[config.mk]
export PLATFORM = sky130hd
export DESIGN_NAME = shc_homing
export DESIGN_NICKNAME = d
export VERILOG_FILES = /design/src/shc_homing.v
export VERILOG_INCLUDE_DIRS = /design/src
export SDC_FILE = /design/constraint.sdc
export NUM_CORES = 1
export LEC_CHECK = 0
export BUFFER_PORTS_ARGS = -buffer_cell sky130_fd_sc_hd__buf_4
export CAP_MARGIN = 20
export CORE_ASPECT_RATIO = 2
export CORE_MARGIN = 3
export CORE_UTILIZATION = 61
export CTS_CLUSTER_DIAMETER = 60
export DETAILED_ROUTE_END_ITERATION = 16
export PLACE_DENSITY = 0.86
export RECOVER_POWER = 100
export SLEW_MARGIN = 10
export SYNTH_ARGS = -nofsm -noshare
export SYNTH_HDL_FRONTEND = slang
export SYNTH_SLANG_ARGS = --single-unit
export TNS_END_PERCENT = 10
[constraint.sdc]
create_clock -name core_clk -period 8.2 [get_ports core_clk]
set_input_delay 0.82 -clock core_clk [delete_from_list [all_inputs] [get_ports core_clk]]
set_output_delay 0.82 -clock core_clk [all_outputs]
set_load 0.05 [all_outputs]
[src/shc_homing_map.vh]
// object dictionary indices, field positions, reset values and codes
// for the homing controller; included by shc_homing.v only
`ifndef SHC_HOMING_MAP_VH
`define SHC_HOMING_MAP_VH

`define SHC_IDX_POL_MASK   16'h2021
`define SHC_IDX_ERR_CODE   16'h2022
`define SHC_IDX_CTRL       16'h6040
`define SHC_IDX_STAT       16'h6041
`define SHC_IDX_MODE_SEL   16'h6060
`define SHC_IDX_MODE_DISP  16'h6061
`define SHC_IDX_OFFSET     16'h607c
`define SHC_IDX_METHOD     16'h6098
`define SHC_IDX_SPEEDS     16'h6099
`define SHC_IDX_ACCEL      16'h609a

`define SHC_CW_START       4
`define SHC_CW_HALT        8
`define SHC_SW_TARGET      10
`define SHC_SW_ATTAINED    12
`define SHC_SW_ERROR       13

`define SHC_IN_RIGHT       4
`define SHC_IN_LEFT        5
`define SHC_IN_REF         6

`define SHC_PARAM_HOMING   8'hc8
`define SHC_MODE_PP        8'h01
`define SHC_MODE_HM        8'h06
`define SHC_MODE_IP        8'h07
`define SHC_MODE_NONE      8'h00

`define SHC_METH_STD_MAX   8'h23
`define SHC_METH_IDX_NEG   8'h21
`define SHC_METH_IDX_POS   8'h22
`define SHC_METH_CUR_POS   8'h23
`define SHC_METH_SW_LAST   8'h0e
`define SHC_METH_NOIDX_LO  8'h11
`define SHC_METH_NOIDX_HI  8'h1e

`define SHC_SPEED_ENTRIES  32'h0000_0002
`define SHC_RST_OFFSET     32'h0000_0000
`define SHC_RST_METHOD     8'h00
`define SHC_RST_WORD16     16'h0000
`define SHC_RST_WORD32     32'h0000_0000

`define SHC_ERR_NONE       16'h0000
`define SHC_ERR_METHOD     16'h0001
`define SHC_ERR_LIMIT      16'h0002

`endif

[src/shc_homing.v]
// homing controller: mode display, homing sequencer, object dictionary
// assumes od_* requests come from fieldbus logic on core_clk; switch and
// index pins are asynchronous; position feedback is on core_clk
`timescale 1ns/1ns
`include "shc_homing_map.vh"

module shc_homing
(
  input  wire        core_clk,
  input  wire        rst_n,
  input  wire [15:0] od_index,
  input  wire [7:0]  od_subindex,
  input  wire        od_wr,
  input  wire        od_rd,
  input  wire [31:0] od_wdata,
  output reg  [31:0] od_rdata_q,
  output reg         od_ack_q,
  output reg         od_err_q,
  input  wire [7:0]  operating_mode_param,
  input  wire        right_limit_input,
  input  wire        left_limit_input,
  input  wire        reference_switch_input,
  input  wire        index_pulse,
  input  wire [31:0] position_fbk,
  input  wire        axle_stopped,
  output reg         move_en_q,
  output reg         move_dir_neg_q,
  output reg  [31:0] move_speed_q,
  output reg  [31:0] move_accel_q,
  output reg  [31:0] zero_pos_q,
  output reg         zero_load_q
);

  localparam [2:0] ST_IDLE   = 3'd0;
  localparam [2:0] ST_SWITCH = 3'd1;
  localparam [2:0] ST_INDEX  = 3'd2;
  localparam [2:0] ST_DONE   = 3'd3;
  reg  [15:0] pol_mask_q;
  reg  [15:0] ctrl_q;
  reg  [7:0]  mode_sel_q;
  reg  [7:0]  mode_disp_q;
  reg  [31:0] offset_q;
  reg  [7:0]  method_q;
  reg  [31:0] speed_fast_q;
  reg  [31:0] speed_slow_q;
  reg  [31:0] accel_q;
  reg  [15:0] err_code_q;
  reg         attained_q;
  reg         error_q;
  reg  [2:0]  state_q;
  reg  [3:0]  pin_s1_q;
  reg  [3:0]  pin_s2_q;
  reg         index_prev_q;
  reg         start_prev_q;
  reg  [7:0]  mode_disp_d;
  reg  [15:0] status_w;
  reg  [31:0] rd_w;
  reg         hit_w;
  reg         ro_w;
  wire        homing_mode = (mode_disp_q == `SHC_MODE_HM);
  wire        start_bit = ctrl_q[`SHC_CW_START];
  wire        halt_bit = ctrl_q[`SHC_CW_HALT];
  wire        start_rise = start_bit & ~start_prev_q;
  wire        start_fall = ~start_bit & start_prev_q;
  wire [2:0]  sw_in;
  wire        right_act = sw_in[0];
  wire        left_act = sw_in[1];
  wire        ref_act = sw_in[2];
  wire        index_rise = pin_s2_q[3] & ~index_prev_q;
  wire        meth_neg = method_q[7];
  wire        meth_std = (|method_q) && (method_q <= `SHC_METH_STD_MAX);
  wire        meth_reserved = (method_q == 8'h0f) || (method_q == 8'h10) ||
                              (method_q == 8'h1f) || (method_q == 8'h20);
  wire        meth_noidx = (method_q >= `SHC_METH_NOIDX_LO) &&
                           (method_q <= `SHC_METH_NOIDX_HI);
  wire [31:0] zero_sum = position_fbk + offset_q;

  // per-input polarity: mask bits 4..6 flip the synchronised level
  genvar gi;
  generate
    for (gi = 0; gi < 3; gi = gi + 1)
    begin : g_pol
      assign sw_in[gi] = pin_s2_q[gi] ^ pol_mask_q[`SHC_IN_RIGHT + gi];
    end
  endgenerate

  // pins are asynchronous: two flops before anything reads them
  always @(posedge core_clk or negedge rst_n)
  begin
    if (!rst_n)
    begin
      pin_s1_q     <= 4'h0;
      pin_s2_q     <= 4'h0;
      index_prev_q <= 1'b0;
    end
    else
    begin
      pin_s1_q     <= {index_pulse, reference_switch_input,
                       left_limit_input, right_limit_input};
      pin_s2_q     <= pin_s1_q;
      index_prev_q <= pin_s2_q[3];
    end
  end

  // parameter 200 forces homing; a bad selection keeps the mode in force
  always @*
  begin
    mode_disp_d = mode_disp_q;
    if (operating_mode_param == `SHC_PARAM_HOMING)
      mode_disp_d = `SHC_MODE_HM;
    else if (mode_sel_q == `SHC_MODE_PP || mode_sel_q == `SHC_MODE_HM ||
             mode_sel_q == `SHC_MODE_IP)
      mode_disp_d = mode_sel_q;
  end

  always @*
  begin
    status_w = `SHC_RST_WORD16;
    status_w[`SHC_SW_TARGET] = halt_bit ? axle_stopped : attained_q;
    status_w[`SHC_SW_ATTAINED] = attained_q;
    status_w[`SHC_SW_ERROR] = error_q;
  end
  // read mux and address decode
  always @*
  begin
    rd_w  = `SHC_RST_WORD32;
    hit_w = 1'b1;
    ro_w  = 1'b0;
    if (od_index == `SHC_IDX_POL_MASK)
      rd_w = {16'h0000, pol_mask_q};
    else if (od_index == `SHC_IDX_ERR_CODE)
    begin
      rd_w = {16'h0000, err_code_q};
      ro_w = 1'b1;
    end
    else if (od_index == `SHC_IDX_CTRL)
      rd_w = {16'h0000, ctrl_q};
    else if (od_index == `SHC_IDX_STAT)
    begin
      rd_w = {16'h0000, status_w};
      ro_w = 1'b1;
    end
    else if (od_index == `SHC_IDX_MODE_SEL)
      rd_w = {{24{mode_sel_q[7]}}, mode_sel_q};
    else if (od_index == `SHC_IDX_MODE_DISP)
    begin
      rd_w = {{24{mode_disp_q[7]}}, mode_disp_q};
      ro_w = 1'b1;
    end
    else if (od_index == `SHC_IDX_OFFSET)
      rd_w = offset_q;
    else if (od_index == `SHC_IDX_METHOD)
      rd_w = {{24{method_q[7]}}, method_q};
    else if (od_index == `SHC_IDX_SPEEDS && od_subindex == 8'h00)
    begin
      rd_w = `SHC_SPEED_ENTRIES;
      ro_w = 1'b1;
    end
    else if (od_index == `SHC_IDX_SPEEDS && od_subindex == 8'h01)
      rd_w = speed_fast_q;
    else if (od_index == `SHC_IDX_SPEEDS && od_subindex == 8'h02)
      rd_w = speed_slow_q;
    else if (od_index == `SHC_IDX_ACCEL)
      rd_w = accel_q;
    else
      hit_w = 1'b0;
  end

  // one-cycle answer to every request; unmapped or read-only write errs
  always @(posedge core_clk or negedge rst_n)
  begin
    if (!rst_n)
    begin
      od_rdata_q <= `SHC_RST_WORD32;
      od_ack_q   <= 1'b0;
      od_err_q   <= 1'b0;
    end
    else
    begin
      od_ack_q   <= od_wr | od_rd;
      od_err_q   <= (od_wr | od_rd) & (~hit_w | (od_wr & ro_w));
      od_rdata_q <= (od_rd && hit_w) ? rd_w : `SHC_RST_WORD32;
    end
  end

  // writes land at any time: set method, speeds, accel before start
  always @(posedge core_clk or negedge rst_n)
  begin
    if (!rst_n)
    begin
      pol_mask_q   <= `SHC_RST_WORD16;
      ctrl_q       <= `SHC_RST_WORD16;
      mode_sel_q   <= `SHC_MODE_NONE;
      offset_q     <= `SHC_RST_OFFSET;
      method_q     <= `SHC_RST_METHOD;
      speed_fast_q <= `SHC_RST_WORD32;
      speed_slow_q <= `SHC_RST_WORD32;
      accel_q      <= `SHC_RST_WORD32;
    end
    else if (od_wr && hit_w && !ro_w)
    begin
      if (od_index == `SHC_IDX_POL_MASK)
        pol_mask_q <= od_wdata[15:0];
      else if (od_index == `SHC_IDX_CTRL)
        ctrl_q <= od_wdata[15:0];
      else if (od_index == `SHC_IDX_MODE_SEL)
        mode_sel_q <= od_wdata[7:0];
      else if (od_index == `SHC_IDX_OFFSET)
        offset_q <= od_wdata;
      else if (od_index == `SHC_IDX_METHOD)
        method_q <= od_wdata[7:0];
      else if (od_index == `SHC_IDX_SPEEDS && od_subindex == 8'h01)
        speed_fast_q <= od_wdata;
      else if (od_index == `SHC_IDX_SPEEDS)
        speed_slow_q <= od_wdata;
      else if (od_index == `SHC_IDX_ACCEL)
        accel_q <= od_wdata;
    end
  end

  // homing sequencer: status bits, error code, loop demand and zero preset leave it
  always @(posedge core_clk or negedge rst_n)
  begin
    if (!rst_n)
    begin
      state_q        <= ST_IDLE;
      mode_disp_q    <= `SHC_MODE_NONE;
      start_prev_q   <= 1'b0;
      attained_q     <= 1'b0;
      error_q        <= 1'b0;
      err_code_q     <= `SHC_ERR_NONE;
      move_en_q      <= 1'b0;
      move_dir_neg_q <= 1'b0;
      move_speed_q   <= `SHC_RST_WORD32;
      move_accel_q   <= `SHC_RST_WORD32;
      zero_pos_q     <= `SHC_RST_WORD32;
      zero_load_q    <= 1'b0;
    end
    else
    begin
      mode_disp_q  <= mode_disp_d;
      start_prev_q <= start_bit;
      zero_load_q  <= 1'b0;
      move_accel_q <= accel_q;
      if (!homing_mode || start_fall)
      begin
        // leaving homing or a falling start bit abandons the run
        state_q    <= ST_IDLE;
        move_en_q  <= 1'b0;
        if (state_q != ST_IDLE || start_fall)
          attained_q <= 1'b0;
      end
      else if (start_rise)
      begin
        attained_q <= 1'b0;
        error_q    <= 1'b0;
        err_code_q <= `SHC_ERR_NONE;
        if (meth_neg || method_q == `SHC_METH_CUR_POS)
        begin
          // preset on the spot, no axis motion
          zero_pos_q  <= zero_sum;
          zero_load_q <= 1'b1;
          attained_q  <= 1'b1;
          state_q     <= ST_DONE;
        end
        else if (!meth_std || meth_reserved)
        begin
          error_q    <= 1'b1;
          err_code_q <= `SHC_ERR_METHOD;
          state_q    <= ST_DONE;
        end
        else if (method_q == `SHC_METH_IDX_NEG ||
                 method_q == `SHC_METH_IDX_POS)
        begin
          move_dir_neg_q <= (method_q == `SHC_METH_IDX_NEG);
          move_speed_q   <= speed_slow_q;
          state_q        <= ST_INDEX;
        end
        else
        begin
          move_dir_neg_q <= method_q[0];
          move_speed_q   <= speed_fast_q;
          state_q        <= ST_SWITCH;
        end
      end
      else
      begin
        // halt drops the demand; the loops ramp down at move_accel_q
        move_en_q <= ~halt_bit &&
                     (state_q == ST_SWITCH || state_q == ST_INDEX);
        case (state_q)
          ST_SWITCH:
          begin
            if (!halt_bit)
            begin
              if ((move_dir_neg_q ? left_act : right_act) && !ref_act &&
                  method_q > `SHC_METH_SW_LAST && !meth_noidx)
              begin
                error_q    <= 1'b1;
                err_code_q <= `SHC_ERR_LIMIT;
                state_q    <= ST_DONE;
              end
              else if (ref_act || (move_dir_neg_q ? left_act : right_act))
              begin
                if (meth_noidx)
                begin
                  zero_pos_q  <= zero_sum;
                  zero_load_q <= 1'b1;
                  attained_q  <= 1'b1;
                  state_q     <= ST_DONE;
                end
                else
                begin
                  // slow back off the switch toward the index
                  move_dir_neg_q <= ~move_dir_neg_q;
                  move_speed_q   <= speed_slow_q;
                  state_q        <= ST_INDEX;
                end
              end
            end
          end
          ST_INDEX:
          begin
            if (!halt_bit && index_rise)
            begin
              zero_pos_q  <= zero_sum;
              zero_load_q <= 1'b1;
              attained_q  <= 1'b1;
              state_q     <= ST_DONE;
            end
            else if (!halt_bit && (move_dir_neg_q ? left_act : right_act))
            begin
              error_q    <= 1'b1;
              err_code_q <= `SHC_ERR_LIMIT;
              state_q    <= ST_DONE;
            end
          end
          ST_DONE:
            move_en_q <= 1'b0;
          default:
            state_q <= ST_IDLE;
        endcase
      end
    end
  end
endmodule

==> metrics.cfg <==
[yosys]
synth_flop_cell = dfrtp_1
synth_top_area_cell = dfrtp_1
synthCells = 1345
synth.avg_cell_area_sq_um = 11.7
yosysSeqAreaShare = 0.529
synth-seq-cells = 333
async_reset_ff_frac = 1.00
synth_area_leaders = dfrtp_1 53%, mux2_2 9.0%, mux2_4 2.9%
yosysWarnings = 0
synth_top_area_share = 0.529
synth_cell_types = 77
syn_area_sq_um = 15800
synth_nets = 1486
synth_edf_count = 0

[layout]
layout.cells.non_filler = 1920
multi_input_area_sq_um = 6910
layout_common_cells = 333 x dfrtp_1, 146 x clkbuf_1, 124 x mux2_2
drive_gt1_frac = 0.193
final_common_cell = dfrtp_1
area_growth_pct = 14.9
num-fill-cells = 1962
ff_latch_area_sq_um = 8330
num_antenna_cells = 0
nets = 1706

[power_and_ir_drop]
switching_power_w = 0.000699
seqPwrFrac = 0.518
pwr-share-clk = 0.439
swShare = 0.219
pwr_density_cell_nw_per_um2 = 176
combPwrFrac = 0.044
p_int_w = 0.00249
ir_drop_mv = 0.201
p_leak_nw = 8.73

[detailed_routing]
initialDrtViolationCount = 923
firstDrtPassIters = 8
antenna_left = 0
wl_per_cell_um = 25.9
dr_total_vias = 12500
drcViolationCount = 0
via_per_inst = 6.51
drt-total-wl_um = 49700

[cts]
clk_latency_ns = 0.57
postCtsSetupBuffers = 0
cts_resized = 0
clock_path_buffers = 3
htreeDepth = 1
cts_tree = built
root_buffer = clkbuf_16
path_clk_slew_ns = 0.07
cts_hold_buf = 0
numCtsBuffers = 27
clock-sinks = 333

[worst_setup_path]
cp_num_buf_inv = 2
r2r-start = method_q[0]
cp.depth = 9
r2r_cells = 7
cpPeakStageDelay_ns = 1.57
cp-start-kind = input pin
critPathTopFamily = simple AND/OR/NAND/NOR gates
critical_path_arrival_ns = 6.47
crit_end = accel_q[29]
r2r_setup_slack_ns = 3.21
cp_data_required_time_ns = 8.62
cp-end-kind = flop
crit_top_cell = nand3_1
cp_slowest_cell = nand3_1
r2r_end = zero_pos_q[9]
crit_start = od_index[9]
cp_max_fo = 32
crit_chain = clkbuf_4 -> nor3_1 -> nand4_1 -> or4b_1 -> clkbuf_1 -> nand3_1 -> o41a_1 -> nand3_1 -> mux2_1
critPathKind = input pin to flop

[grt]
grt_pass1_vias = 13100
antenna_found_initial = 0
overflow = 0
grtUsageTotal = 0.354
grt_pass1_wl_um = 74900
grt_max_degree = 164

[die]
start_util = 0.624
io_pins = 238
coreArea_sq_um = 25200
die_area_sq_um = 27900
die_height_um = 233
row_count = 82
chipWidth_um = 120

[placed_design]
dp_hpwl_um = 35500
gp_congestion = 0.977
io_buffers = 237
dp_cells = 1872

[timing]
hold_violations = 0
timing.final.crit_share = 0.738
min_period_ns = 6.05
final_max_slew_viol_count = 465
fin_skew_ns = 0.0217
finalSetupTns_ns = 0
max_slew_margin = -1.65
tightest_slew_ns = 3.98
rsz0062_at_grt = false
max_freq_mhz = 165
setup_viol = 0

[worst_hold_path]
min_path_type = input pin to asynchronous set/reset pin

[run_status]
status = finished with violations
failed_checks = max-capacitance violations, max-slew violations

[flow_run]
cap_viol_max_count = 8

-- metal layers --
layer,part of all wire,up-vias,wire (um),GRT usage
met4,0.089,0,4420,0.269
met2,0.53,676,26400,0.644
li1,-,5390,-,-
met1,0.32,6227,15800,0.366
met3,0.061,213,3040,0.0417
met5,0,-,0,0
-- area by class of cell --
cell class / instances / share of cell area
sequential: 333 / 0.460
clock buffer: 37 / 0.0427
timing repair buffer: 257 / 0.0774
clock inverter: 11 / 0.00961
multi-input combinational: 923 / 0.382
tap: 336 / 0.0232
inverter: 23 / 0.00477
-- sequential cells by signal, indices dropped and copies added, names as in the netlist, 8 cells and up --
register	count
accel_q	32
move_accel_q	32
move_speed_q	32
od_rdata_q	32
offset_q	32
speed_fast_q	32
speed_slow_q	32
zero_pos_q	32
ctrl_q	16
pol_mask_q	16
method_q	8
mode_disp_q	8
mode_sel_q	8
-- cell families after synthesis --
family | count (synthesis) | share of synthesized area
XOR/XNOR | 29 | 0.0161
flip-flops | 333 | 0.529
AND/OR/NAND/NOR | 321 | 0.104
adder cells (fa/ha/maj) | 36 | 0.0291
buffers and inverters | 89 | 0.0242
multiplexers | 220 | 0.161
AO/OA/AOI/OAI | 317 | 0.137
-- power by group through the flow --
stage / Combinational, W / Sequential [W] / Clock (W)
finish: 0.000140 / 0.00165 / 0.00140
global route: 0.000152 / 0.00165 / 0.00147
CTS: 0.000143 / 0.00165 / 0.00141
detailed placement: 0.000142 / 0.00168 / 0
global placement: 0.000140 / 0.00168 / 0
floorplan: 0.0000376 / 0.00168 / 0
-- cells in the mapped netlist (all sizes together), types with 9 or more instances --
master and n:
nand2 98, a211oi 11, nand3 21, xnor2 20, buf 22, a21oi 81, o21ai 67, nor2 84
a31oi 10, clkbuf 44, inv 23, mux2i 37, nor3 18, o211ai 17, a221oi 27, nand2b 13
and2 16, a221o 15, xor2 9, a21o 24, nor4 13, mux2 183, ha 35, dfrtp 333
nand4 9
-- worst min path at each step --
stage / startpoint / endpoint / slack (ns)
floorplan: pin_s1_q[0] / pin_s2_q[0] / 0.33
global placement: pin_s1_q[2] / pin_s2_q[2] / 0.33
detailed placement: pin_s1_q[1] / pin_s2_q[1] / 0.34
CTS: rst_n / zero_pos_q[15] / 0.35
global route: pin_s1_q[1] / pin_s2_q[1] / 0.36
finish: rst_n / zero_pos_q[12] / 0.31
-- stage by stage --
step	util	hold slack, ns	power [W]	setup slack, ns	area [sq um]
2_1_floorplan	-	0.331	0.00172	4.91	15800
3_3_place_gp	0.708	0.334	0.00182	3.62	17900
3_5_place_dp	0.708	0.340	0.00182	3.56	17900
4_1_cts	0.745	0.347	0.00320	4.12	18800
5_1_grt	0.717	0.358	0.00327	1.97	18100
6_report	0.717	0.312	0.00319	2.15	18100
Power figures use the tool's default switching activity.
